$ cat src/ims_pkg.sv
// constants and types for the two-wire bus master sequencer
package ims_pkg;
  // ------------------------------------------------------------
  // register byte offsets on the bus
  // ------------------------------------------------------------
  localparam logic [7:0] ADR_CTRL = 8'h00;
  localparam logic [7:0] ADR_BAUD = 8'h04;
  localparam logic [7:0] ADR_STAT = 8'h08;
  localparam logic [7:0] ADR_BUF  = 8'h0C;

  // ------------------------------------------------------------
  // control_two field positions
  // ------------------------------------------------------------
  localparam int CT_START   = 0;
  localparam int CT_RESTART = 1;
  localparam int CT_RXEN    = 3;
  localparam int CT_ACK_STATUS = 6;

  // ------------------------------------------------------------
  // port_status field positions
  // ------------------------------------------------------------
  localparam int PS_BF      = 0;
  localparam int PS_WRITE_COLLISION_FLAG    = 1;
  localparam int PS_BCOL    = 2;
  localparam int PS_STARTED = 3;
  localparam int PS_INT     = 4;
  localparam int PS_OV      = 5;

  // ------------------------------------------------------------
  // reset values and counts
  // ------------------------------------------------------------
  localparam logic [6:0] BAUD_RST  = 7'h13;
  localparam logic [3:0] LAST_DATA = 4'h7;
  localparam logic [3:0] ACK_BIT   = 4'h8;

  typedef enum logic [3:0] {
    ST_IDLE    = 4'h0,
    ST_CHECK   = 4'h1,
    ST_HOLD    = 4'h2,
    RS_SCLLOW  = 4'h3,
    RS_SDAHIGH = 4'h4,
    RS_SCLREL  = 4'h5,
    RS_HIGH    = 4'h6,
    RS_SDALOW  = 4'h7,
    BIT_LOW    = 4'h8,
    BIT_HWAIT  = 4'h9,
    BIT_HIGH   = 4'hA
  } ims_state_t;

  typedef struct packed {
    logic meta;
    logic sync;
  } ims_sync_t;

  typedef struct packed {
    ims_state_t  st;
    logic [6:0]  baud_generator;
    logic [6:0]  reload;
    logic        sclOe;
    logic        sdaOe;
    logic        sdaPend;
    logic [3:0]  bitCnt;
    logic [7:0]  txSr;
    logic [7:0]  rxSr;
    logic [7:0]  buffer;
    logic        startReq;
    logic        restartReq;
    logic        rxEn;
    logic        ack_status;
    logic        bf;
    logic        write_collision_flag;
    logic        bcol;
    logic        started;
    logic        intFlag;
    logic        ov;
    logic        rxMode;
    logic        ack;
    logic [31:0] rdat;
  } ims_regs_t;
endpackage

$ cat src/ims_master.sv
// two-wire bus master sequencer with classic wishbone register slave
// Operation
// - start samples both lines, then reloads baud
// - timeout with lines high drives start edge
// - second timeout clears start request, SCL low
// - line low during start sets bus collision
// - buffer write while busy is dropped, sets write_collision_flag
// - write collision cleared only by software
// - low five control bits locked during start
// - restart request honoured only when idle
// - restart pulls SCL low, then releases SDA
// - SCL released, high period, then SDA low
// - restart ends without reload, flag after timeout
// - restart collision on SDA low or SCL fall
// - buffer write sets full and starts shifting
// - SDA changes after SCL falls, low/high periods
// - eighth falling edge clears full, frees SDA
// - ninth clock samples acknowledge into status
// - after ninth clock flag set, SCL held low
// - receive toggles SCL per rollover, shifts SDA
// - eighth receive bit loads buffer, flags, idles
// - reading received buffer clears full flag
// - byte completing while full sets overflow
`timescale 1ns/1ps
module ims_master (
  input  wire logic        clk,
  input  wire logic        resetn,
  input  wire logic        wb_cyc_i,
  input  wire logic        wb_stb_i,
  input  wire logic        wb_we_i,
  input  wire logic [7:0]  wb_adr_i,
  input  wire logic [3:0]  wb_sel_i,
  input  wire logic [31:0] wb_dat_i,
  output logic      [31:0] wb_dat_o,
  output logic             wb_ack_o,
  input  wire logic        sclIn,
  output logic             sclOut,
  output logic             sclOe,
  input  wire logic        sdaIn,
  output logic             sdaOut,
  output logic             sdaOe
);
  ims_pkg::ims_regs_t q_ff;
  ims_pkg::ims_regs_t nxt_q;
  logic               sclS;
  logic               sdaS;
  logic               req;
  logic               wr;
  logic               rd;
  logic               tmo;
  logic               idle;
  logic               inStart;
  logic               bufWr;

  // ------------------------------------------------------------
  // pin sampling
  // ------------------------------------------------------------
  ims_sync2 u_sync_scl (.clk(clk), .resetn(resetn), .pinIn(sclIn), .pinSync(sclS));
  ims_sync2 u_sync_sda (.clk(clk), .resetn(resetn), .pinIn(sdaIn), .pinSync(sdaS));

  // ------------------------------------------------------------
  // decode
  // ------------------------------------------------------------
  assign req     = wb_cyc_i && wb_stb_i && !q_ff.ack;
  // writes land on the ack edge, while the master still holds its request
  assign wr      = wb_cyc_i && wb_stb_i && q_ff.ack && wb_we_i && wb_sel_i[0];
  assign rd      = req && !wb_we_i;
  assign tmo     = (q_ff.baud_generator == 7'h00);
  assign idle    = (q_ff.st == ims_pkg::ST_IDLE);
  assign inStart = q_ff.startReq || q_ff.restartReq || (q_ff.st inside {ims_pkg::ST_CHECK,
                   ims_pkg::ST_HOLD, ims_pkg::RS_SCLLOW, ims_pkg::RS_SDAHIGH,
                   ims_pkg::RS_SCLREL, ims_pkg::RS_HIGH, ims_pkg::RS_SDALOW});
  assign bufWr   = wr && (wb_adr_i == ims_pkg::ADR_BUF);

  // ------------------------------------------------------------
  // next state
  // ------------------------------------------------------------
  always_comb begin
    nxt_q     = q_ff;
    nxt_q.ack = req;
    nxt_q.baud_generator = tmo ? 7'h00 : q_ff.baud_generator - 7'h01;

    // software side: writes and clears come first so hardware sets win
    if (wr) begin
      case (wb_adr_i)
        ims_pkg::ADR_CTRL: begin
          if (!inStart) begin
            nxt_q.startReq   = wb_dat_i[ims_pkg::CT_START];
            nxt_q.restartReq = wb_dat_i[ims_pkg::CT_RESTART] && idle;
            nxt_q.rxEn       = wb_dat_i[ims_pkg::CT_RXEN] && idle;
          end
        end
        ims_pkg::ADR_BAUD: begin
          nxt_q.reload = wb_dat_i[6:0];
        end
        ims_pkg::ADR_STAT: begin
          nxt_q.write_collision_flag    = q_ff.write_collision_flag && !wb_dat_i[ims_pkg::PS_WRITE_COLLISION_FLAG];
          nxt_q.bcol    = q_ff.bcol && !wb_dat_i[ims_pkg::PS_BCOL];
          nxt_q.started = q_ff.started && !wb_dat_i[ims_pkg::PS_STARTED];
          nxt_q.intFlag = q_ff.intFlag && !wb_dat_i[ims_pkg::PS_INT];
          nxt_q.ov      = q_ff.ov && !wb_dat_i[ims_pkg::PS_OV];
        end
        ims_pkg::ADR_BUF: begin
          if (idle && !inStart && !q_ff.rxEn) begin
            nxt_q.buffer  = wb_dat_i[7:0];
            nxt_q.txSr    = wb_dat_i[7:0];
            nxt_q.bf      = 1'b1;
            nxt_q.rxMode  = 1'b0;
            nxt_q.bitCnt  = 4'h0;
            nxt_q.sclOe   = 1'b1;
            nxt_q.sdaPend = 1'b1;
            nxt_q.baud_generator     = q_ff.reload;
            nxt_q.st      = ims_pkg::BIT_LOW;
          end else begin
            nxt_q.write_collision_flag = 1'b1;
          end
        end
        default: begin
        end
      endcase
    end
    if (rd && wb_adr_i == ims_pkg::ADR_BUF && q_ff.rxMode) begin
      nxt_q.bf = 1'b0;
    end

    // bus sequencer, always on synchronised pin levels
    case (q_ff.st)
      ims_pkg::ST_IDLE: begin
        if (bufWr) begin
          nxt_q.st = nxt_q.st;
        end else if (q_ff.startReq) begin
          if (sclS && sdaS) begin
            nxt_q.baud_generator = q_ff.reload;
            nxt_q.st  = ims_pkg::ST_CHECK;
          end else begin
            nxt_q.bcol     = 1'b1;
            nxt_q.startReq = 1'b0;
          end
        end else if (q_ff.restartReq) begin
          nxt_q.sclOe = 1'b1;
          nxt_q.st    = ims_pkg::RS_SCLLOW;
        end else if (q_ff.rxEn) begin
          nxt_q.rxMode = 1'b1;
          nxt_q.bitCnt = 4'h0;
          nxt_q.sdaOe  = 1'b0;
          nxt_q.sclOe  = 1'b1;
          nxt_q.baud_generator    = q_ff.reload;
          nxt_q.st     = ims_pkg::BIT_LOW;
        end
      end
      ims_pkg::ST_CHECK: begin
        if (!sclS || (tmo && !sdaS)) begin
          nxt_q.st       = ims_pkg::ST_IDLE;
          nxt_q.bcol     = 1'b1;
          nxt_q.startReq = 1'b0;
          nxt_q.sclOe    = 1'b0;
          nxt_q.sdaOe    = 1'b0;
        end else if (tmo) begin
          nxt_q.sdaOe   = 1'b1;
          nxt_q.started = 1'b1;
          nxt_q.baud_generator     = q_ff.reload;
          nxt_q.st      = ims_pkg::ST_HOLD;
        end
      end
      ims_pkg::ST_HOLD: begin
        if (tmo) begin
          nxt_q.startReq = 1'b0;
          nxt_q.intFlag  = 1'b1;
          nxt_q.sclOe    = 1'b1;
          nxt_q.st       = ims_pkg::ST_IDLE;
        end
      end
      ims_pkg::RS_SCLLOW: begin
        if (!sclS) begin
          nxt_q.baud_generator   = q_ff.reload;
          nxt_q.sdaOe = 1'b0;
          nxt_q.st    = ims_pkg::RS_SDAHIGH;
        end
      end
      ims_pkg::RS_SDAHIGH: begin
        if (tmo && sdaS) begin
          nxt_q.sclOe = 1'b0;
          nxt_q.st    = ims_pkg::RS_SCLREL;
        end
      end
      ims_pkg::RS_SCLREL: begin
        if (sclS && !sdaS) begin
          nxt_q.st         = ims_pkg::ST_IDLE;
          nxt_q.bcol       = 1'b1;
          nxt_q.restartReq = 1'b0;
          nxt_q.sclOe      = 1'b0;
          nxt_q.sdaOe      = 1'b0;
        end else if (sclS) begin
          nxt_q.baud_generator = q_ff.reload;
          nxt_q.st  = ims_pkg::RS_HIGH;
        end
      end
      ims_pkg::RS_HIGH: begin
        if (!sclS || !sdaS) begin
          nxt_q.st         = ims_pkg::ST_IDLE;
          nxt_q.bcol       = 1'b1;
          nxt_q.restartReq = 1'b0;
          nxt_q.sclOe      = 1'b0;
          nxt_q.sdaOe      = 1'b0;
        end else if (tmo) begin
          nxt_q.sdaOe   = 1'b1;
          nxt_q.started = 1'b1;
          nxt_q.baud_generator     = q_ff.reload;
          nxt_q.st      = ims_pkg::RS_SDALOW;
        end
      end
      ims_pkg::RS_SDALOW: begin
        if (tmo) begin
          nxt_q.restartReq = 1'b0;
          nxt_q.intFlag    = 1'b1;
          nxt_q.sclOe      = 1'b1;
          nxt_q.st         = ims_pkg::ST_IDLE;
        end
      end
      ims_pkg::BIT_LOW: begin
        // data moves one cycle after SCL is pulled low, never while high
        if (q_ff.sdaPend && !q_ff.rxMode) begin
          nxt_q.sdaPend = 1'b0;
          nxt_q.sdaOe   = (q_ff.bitCnt == ims_pkg::ACK_BIT) ? 1'b0 : !q_ff.txSr[7];
          nxt_q.txSr    = {q_ff.txSr[6:0], 1'b0};
        end
        if (tmo) begin
          nxt_q.sclOe = 1'b0;
          nxt_q.st    = ims_pkg::BIT_HWAIT;
        end
      end
      ims_pkg::BIT_HWAIT: begin
        // a slave stretching SCL delays the high period
        if (sclS) begin
          nxt_q.baud_generator = q_ff.reload;
          nxt_q.st  = ims_pkg::BIT_HIGH;
        end
      end
      ims_pkg::BIT_HIGH: begin
        if (tmo) begin
          nxt_q.sclOe   = 1'b1;
          nxt_q.baud_generator     = q_ff.reload;
          nxt_q.bitCnt  = q_ff.bitCnt + 4'h1;
          nxt_q.sdaPend = 1'b1;
          nxt_q.st      = ims_pkg::BIT_LOW;
          if (q_ff.rxMode) begin
            nxt_q.rxSr = {q_ff.rxSr[6:0], sdaS};
            if (q_ff.bitCnt == ims_pkg::LAST_DATA) begin
              nxt_q.rxEn    = 1'b0;
              nxt_q.buffer  = {q_ff.rxSr[6:0], sdaS};
              nxt_q.bf      = 1'b1;
              nxt_q.ov      = q_ff.ov || q_ff.bf;
              nxt_q.intFlag = 1'b1;
              nxt_q.st      = ims_pkg::ST_IDLE;
            end
          end else if (q_ff.bitCnt == ims_pkg::LAST_DATA) begin
            nxt_q.bf = 1'b0;
          end else if (q_ff.bitCnt == ims_pkg::ACK_BIT) begin
            nxt_q.ack_status = sdaS;
            nxt_q.intFlag = 1'b1;
            nxt_q.sdaPend = 1'b0;
            nxt_q.st      = ims_pkg::ST_IDLE;
          end
        end
      end
      default: begin
        nxt_q.st = ims_pkg::ST_IDLE;
      end
    endcase

    // read data
    nxt_q.rdat = 32'h0000_0000;
    if (rd) begin
      case (wb_adr_i)
        ims_pkg::ADR_CTRL: begin
          nxt_q.rdat[ims_pkg::CT_START]   = q_ff.startReq;
          nxt_q.rdat[ims_pkg::CT_RESTART] = q_ff.restartReq;
          nxt_q.rdat[ims_pkg::CT_RXEN]    = q_ff.rxEn;
          nxt_q.rdat[ims_pkg::CT_ACK_STATUS] = q_ff.ack_status;
        end
        ims_pkg::ADR_BAUD: begin
          nxt_q.rdat[6:0] = q_ff.reload;
        end
        ims_pkg::ADR_STAT: begin
          nxt_q.rdat[ims_pkg::PS_BF]      = q_ff.bf;
          nxt_q.rdat[ims_pkg::PS_WRITE_COLLISION_FLAG]    = q_ff.write_collision_flag;
          nxt_q.rdat[ims_pkg::PS_BCOL]    = q_ff.bcol;
          nxt_q.rdat[ims_pkg::PS_STARTED] = q_ff.started;
          nxt_q.rdat[ims_pkg::PS_INT]     = q_ff.intFlag;
          nxt_q.rdat[ims_pkg::PS_OV]      = q_ff.ov;
        end
        ims_pkg::ADR_BUF: begin
          nxt_q.rdat[7:0] = q_ff.buffer;
        end
        default: begin
        end
      endcase
    end
  end

  always_ff @(posedge clk) begin
    if (!resetn) begin
      q_ff        <= '0;
      q_ff.st     <= ims_pkg::ST_IDLE;
      q_ff.reload <= ims_pkg::BAUD_RST;
    end else begin
      q_ff <= nxt_q;
    end
  end

  // ------------------------------------------------------------
  // outputs: lines are only ever pulled low or released
  // ------------------------------------------------------------
  assign sclOut   = 1'b0;
  assign sdaOut   = 1'b0;
  assign sclOe    = q_ff.sclOe;
  assign sdaOe    = q_ff.sdaOe;
  assign wb_ack_o = q_ff.ack;
  assign wb_dat_o = q_ff.rdat;
endmodule

$ cat src/ims_sync2.sv
// two-flop synchroniser for one bus pin level
`timescale 1ns/1ps
module ims_sync2 (
  input  wire logic clk,
  input  wire logic resetn,
  input  wire logic pinIn,
  output logic      pinSync
);
  ims_pkg::ims_sync_t q_ff;
  ims_pkg::ims_sync_t nxt_q;

  always_comb begin
    nxt_q      = q_ff;
    nxt_q.meta = pinIn;
    nxt_q.sync = q_ff.meta;
  end

  // released bus idles high, so the chain resets high
  always_ff @(posedge clk) begin
    if (!resetn) begin
      q_ff <= '{meta: 1'b1, sync: 1'b1};
    end else begin
      q_ff <= nxt_q;
    end
  end

  assign pinSync = q_ff.sync;
endmodule

$ cat config.mk
export PLATFORM = sky130hd
export DESIGN_NAME = ims_master
export DESIGN_NICKNAME = d
export VERILOG_FILES = /design/src/ims_pkg.sv /design/src/ims_master.sv /design/src/ims_sync2.sv
export SDC_FILE = /design/constraint.sdc
export NUM_CORES = 1
export LEC_CHECK = 0
export ABC_CLOCK_PERIOD_IN_PS = 4780
export BUFFER_PORTS_ARGS = -buffer_cell sky130_fd_sc_hd__buf_2
export CAP_MARGIN = 5
export CORE_MARGIN = 5
export CORE_UTILIZATION = 63
export CTS_BUF_LIST = sky130_fd_sc_hd__clkbuf_2 sky130_fd_sc_hd__clkbuf_4 sky130_fd_sc_hd__clkbuf_8
export DETAILED_ROUTE_END_ITERATION = 8
export GPL_TIMING_DRIVEN = 0
export PLACE_DENSITY = 0.95
export SLEW_MARGIN = 5
export SYNTH_ARGS = -nofsm -noshare
export SYNTH_HDL_FRONTEND = slang
export SYNTH_SLANG_ARGS = --single-unit
$ cat constraint.sdc
create_clock -name clk -period 4.78 [get_ports clk]
set_input_delay 0.478 -clock clk [delete_from_list [all_inputs] [get_ports clk]]
set_output_delay 0.478 -clock clk [all_outputs]
set_load 0.02 [all_outputs]
Word level (Yosys, flattened, before mapping). Index checks and enable logic that the tools add are counted.

Bitwise gates (word level): 2. Equal/unequal tests: 23. Reduce and logical (&&, ||, !) cells: 56. Add/subtract/negate cells: 2. Mux-type cells: 137.

Operators with widths (count): $mux W11 (12); $mux W4 (17); $mux W8 (8); $mux W1 (59); $mux W7 (8); $pmux W7 S7 (1); $pmux W4 S10 (1); $mux W13 (3); $logic_and A1 B1 Y1 (23); $eq A4 B3 Y1 const B (5); $mux W19 (1); $eq A4 B4 Y1 const B (4); $eq A8 B4 Y1 const B (2); $mux W2 (7); $ne A2 B2 Y1 const B (7); $logic_not A1 Y1 (13); $mux W3 (4); $pmux W1 S3 (4); $reduce_and A3 Y1 (3); $eq A4 B2 Y1 const B (2); $eq A8 B3 Y1 const B (1); $logic_not A8 Y1 (1); $pmux W1 S2 (4); $pmux W1 S4 (2); other kinds (22) (28).

Output and inout bits: 37. Register bits: 96. Logic and storage cells: 249.

Logic depth before layout (Yosys ltp).
Word-level depth: 14. Depth in mapped cells: 9. Depth with buffers taken out: 8.

Cells and area by module. Synthesis repeated with hierarchy kept, for this count alone.

Cells, all modules: 604. Area total of the unflattened synthesis: 4682.0 µm².

By module, submodules not included: ims_master (times used 1, area an instance 4576.9 µm², cells each 596, seq. area each 1361.3 µm²); ims_sync2 (times used 2, area an instance 52.6 µm², cells each 4, seq. area each 40.0 µm²).

Worst setup path before layout. OpenSTA, ideal clock, no wires.

Kind: input-to-reg. Start: in wb_adr_i[0]. End: reg q_ff[88] in the netlist's numbering. Slack: 2.678 ns. Arrival: 1.970 ns. Stages on the path: 7. Cells stage by stage: nor4_1 nand4_1 clkbuf_1 nand2_1 o21ai_0 o31ai_1 a21oi_1.

Longest elaborated chain between the ends: 8. Elaborated cells between the ends (all ways): 19. Classes of those cells: 1 x eq/ne; 17 x mux; 1 x reduce/logical.

Ends and longest elaborated chain: from (decl) (line ims_master.sv:31) `input wire logic [7:0] wb_adr_i,`; $eq A8 B4 Y1 (*) (line ims_master.sv:73, ims_master.sv:85); $mux W11 (line ims_master.sv:85) `case (wb_adr_i)`; $mux W19 (line ims_master.sv:84) `if (wr) begin`; $mux W11 (line ims_master.sv:142) `end else if (q_ff.rxEn) begin`; $mux W7 (line ims_master.sv:139) `end else if (q_ff.restartReq) begin`; $mux W11 (line ims_master.sv:131) `end else if (q_ff.startReq) begin`; $mux W7 (line ims_master.sv:129) `if (bufWr) begin`; $pmux W7 S7 (*) (line ims_master.sv:127) `case (q_ff.st)`; to (signal assigned) (line ims_master.sv:307) `q_ff <= nxt_q;`; to (decl) (line ims_master.sv:43) `ims_pkg::ims_regs_t q_ff;`.

Mark *: on every way between the ends. The rest lies on a longest branch, timed or not. A chain may end at the register's enable or synchronous reset.

Final worst setup path.
Start: in wb_adr_i[0]. End: reg q_ff[37] in the netlist's numbering.

Longest elaborated chain between the ends: 7. Elaborated cells between the ends (all ways): 12. Classes of those cells: 2 x eq/ne; 9 x mux; 1 x reduce/logical.

Ends and longest elaborated chain: $eq A8 B4 Y1 (line ims_master.sv:85); $mux W4 (line ims_master.sv:85); $mux W7 (line ims_master.sv:84); $mux W1 (line ims_master.sv:132) `if (sclS && sdaS) begin`; $mux W1 (line ims_master.sv:131); $mux W1 (line ims_master.sv:129); $pmux W1 S4 (*) (line ims_master.sv:127).

Marked as above.

==> summary.md <==
| Metric | Value |
|---|---|
| Status | finished, final reports clean |
| PortBufs | 33 |
| Fill count | 603 |
| R2r setup slk | about 2100 ps |
| Top fanout value on the critical path | 10 |
| Residual DRC | 0 |
| Starting Density | 64.81% |
| Top post-synthesis cells by area | dfxtp_1 (31%), nand2_1 (6.4%), a21oi_1 (5.6%) |
| Flops & latches, synth | 72 |
| Ys Warns | 0 |
| Hold path depth | 2 |
| CTS sink count | 72 |
| Synthesized cell area | around 0.0047 mm^2 |
| Hold endpoint | u_sync_scl.nxt_q[0] |
| Hold buffer count at CTS | 0 |
| Final Hold Vio Count | 0 |
| Period utilization | a little under three fifths |
| Max Cap Viol | 0 |
| Pwr/cell area | ~330 mW/mm^2 |
| Busiest grt layer | met2 |
| I/O pin total | between 80 and 90 |
| ANT cells | 0 |
| Initial DRC Count | 721 |
| P_leak | 0.002087 uW |
| Final slew viol count | 0 |
| Achievable frequency | between 300 and 400 MHz |
| Critical path endpoint category | flop |
| Avg Synthesized Cell Area | 7.489 um^2 |
| Layout cells sized above 1 | ~17% |
| Multi-input logic area | between 0.002 and 0.003 mm^2 |
| Max H-tree Level | 3 |
| Async set-reset flop share out of synthesis | 0% |
| VDD IR max | between 150 and 200 uV |
| Register area | between 0.001 and 0.0015 mm^2 |
| Hold Crit Class | in2reg |
| Layout net count | ~760 |
| Netlist cell types | slightly below 80 |
| Ys flop type | dfxtp_1 |
| Reg-to-reg endpoint | q_ff[86] |
| Endpoints failing setup | 0 |
| Vert. Die Dim | between 90 and 100 um |
| Skew-Pair Late Insertion Delay | approximately 360 ps |
| Setup CP Type | in2reg |
| Row cnt | 31 |
| Met1 Track Usage GR | 40.13% |
| Reg2reg start | u_sync_scl.pinSync |
| Startpoint class of the critical path | input port |
| CORE AREA | approximately 0.0073 mm^2 |
| Worst Tran Pin Value | 694.8 ps |
| Largest net degree at the start of global routing | 14 |
| Tot Pwr | 1736 uW |
| Gate Count Post-Synth | around 630 |
| DIE AREA | slightly above 0.009 mm^2 |
| GRT Total Usage | around a third |
| Pre-antenna DRT Iters | 8 |
| Post-synthesis sequential area ratio | a little under a third |
| Final design area excluding fillers | about 0.0053 mm^2 |
| Global routing met3 resource utilization | under 10% |
| Resized cells post-CTS | 0 |
| Setup Fix Bufs, Post-CTS | 0 |
| Remaining Overflow, GRT | 0 |
| Post-DP Area | about 0.005 mm^2 |
| CTS Buf Count | 9 |
| First-pass GRT wire length | 24.80 mm |
| GPL Wtd Cong | around 1.0 |
| Via count | 5322 |
| Antenna-violating nets left | 0 |
| Total wire length | around 16 mm |
| Drt wl/cell | a little under 20 um |
| Crit path DAT | slightly below 3000 ps |
| Synth-to-layout area growth | 12.31% |
| Via density per instance | 6.619 |
| Worst EP required | roughly 5000 ps |
| Slew HR | between 50% and 60% |
| Hold_ws | slightly above 300 ps |
| Setup TNS Final | 0 ps |
| Met2 Use GR | approximately 51% |
| Vias in the first global route | ~4900 |
| R2R cell count | 7 |
| Die Span X | roughly 97 um |
| Post-synth top area cell | dfxtp_1 |
| CTS tree | done |
| Longest Clk Path Bufs | 2 |
| Unrepaired setup endpoints after global routing | no |
| Dpl ws | 1853 ps |
| Root buf cell | clkbuf_8 |
| DP Wirelength | roughly 12 mm |
| Layout Skew | about 14 ps |
| Reg clk slew, reported paths | 80 ps |
| Final worst slack | 2055 ps |
| Synth top area share | 30.50% |
| Tmin final | about 2700 ps |
| EDFF count, synth | 0 |
| Initial antenna violation count | 0 |
| Hold_sp | sclIn |
## cells by family after synthesis
kind of cell | synth area share, %
other | 0.07935
buffers and inverters | 10.11
AND/OR/NAND/NOR | 26.69
AO/OA/AOI/OAI | 25.66
XOR/XNOR | 0.7415
flip-flops | 30.50
adder cells (fa/ha/maj) | 1.059
multiplexers | 5.163
## sequential cells by signal, summed over array words and instances, names as in the netlist
| register | cells |
|---|---|
| wb_ack_o | 1 |
| u_sync_sda.pinSync | 1 |
| u_sync_scl.nxt_q | 1 |
| q_ff | 57 |
| sdaOe | 1 |
| wb_dat_o | 8 |
| u_sync_scl.pinSync | 1 |
| sclOe | 1 |
| u_sync_sda.nxt_q | 1 |
## routing by layer
metal	vias up	share of wire, %
met5	-	0
met3	87	14
met2	463	44
met1	2411	37
li1	2361	-
met4	0	5.0
## cell type report
class | instances | area share [%]
multi-input cells | 494 | 54.64
flip-flops and latches | 72 | 27.16
well taps | 99 | 2.334
clock inverters | 6 | 1.273
clock buffers | 10 | 2.475
repair buffers | 33 | 3.112
plain buffers | 78 | 8.157
inverters | 12 | 0.8487
## cells in the mapped netlist, types with 3 or more instances
cell and instances:
xnor2_1 3, inv_1 11, a22o_1 3, buf_1 3
nand3_1 22, or2_2 3, nor2_1 61, a21o_1 3
o21ai_1 3, dfxtp_1 72, o211ai_1 4, mux2_2 5
ha_1 4, nor3b_1 3, nand2_1 80, nor3_1 15
or3_1 4, o22ai_1 6, o31ai_1 3, mux2i_1 12
nor2b_1 10, buf_2 10, nand3b_1 6, a211oi_1 6
o21ai_0 48, a31oi_1 24, a21oi_1 53, clkbuf_1 31
mux4_2 3, or3b_2 4, buf_4 34, nor4_1 3
and4_1 4, a22oi_1 8, nand2b_1 14
## worst max-delay path, cell delays in order
cell	delay (ps)
buf_2	90
nor4_1	520
nand4_1	450
clkbuf_1	380
nand2_1	390
o22ai_1	120
o21ai_0	400
a21oi_1	110
## placed cells by master, fill, tap and decap left out, types with 10 or more instances in the layout
cell	netlist	layout
a21oi_1	53	53
nand2b_1	14	14
nor3_1	15	15
mux2i_1	12	12
buf_4	34	34
buf_2	10	43
o21ai_0	48	48
nand3_1	22	22
clkbuf_1	31	31
dfxtp_1	72	72
inv_1	11	11
a31oi_1	24	24
conb_1	1	26
nor2_1	61	61
nand2_1	80	80
nor2b_1	10	10
## per-stage QoR
step / std cells / util [%]
finish: 804 / 72.79
global route: 804 / 72.79
CTS: 804 / 72.79
detailed placement: 788 / 70.06
global placement: 788 / 70.06
floorplan: 656 / -
## worst max-delay path by stage
| stage | from | end | slack [ps] | cells after the start |
|---|---|---|---|---|
| after global routing | q_ff[89] | q_ff[86] | 1960 | 7 |
| final | wb_adr_i[0] | q_ff[37] | 2050 | 8 |
| after floorplan | wb_adr_i[0] | q_ff[88] | 2680 | 7 |
| after detailed placement | wb_adr_i[0] | q_ff[37] | 1850 | 8 |
| after global placement | wb_adr_i[0] | q_ff[37] | 1830 | 8 |
| after CTS | wb_adr_i[0] | q_ff[37] | 2220 | 8 |
## power breakdown
part           total [uW]  switching (uW)  internal, uW
Sequential            654            27.7           626
Combinational         580             363           216
Clock                 502             253           249
Total                1740             644          1090
Power figures use the tool's default switching activity.
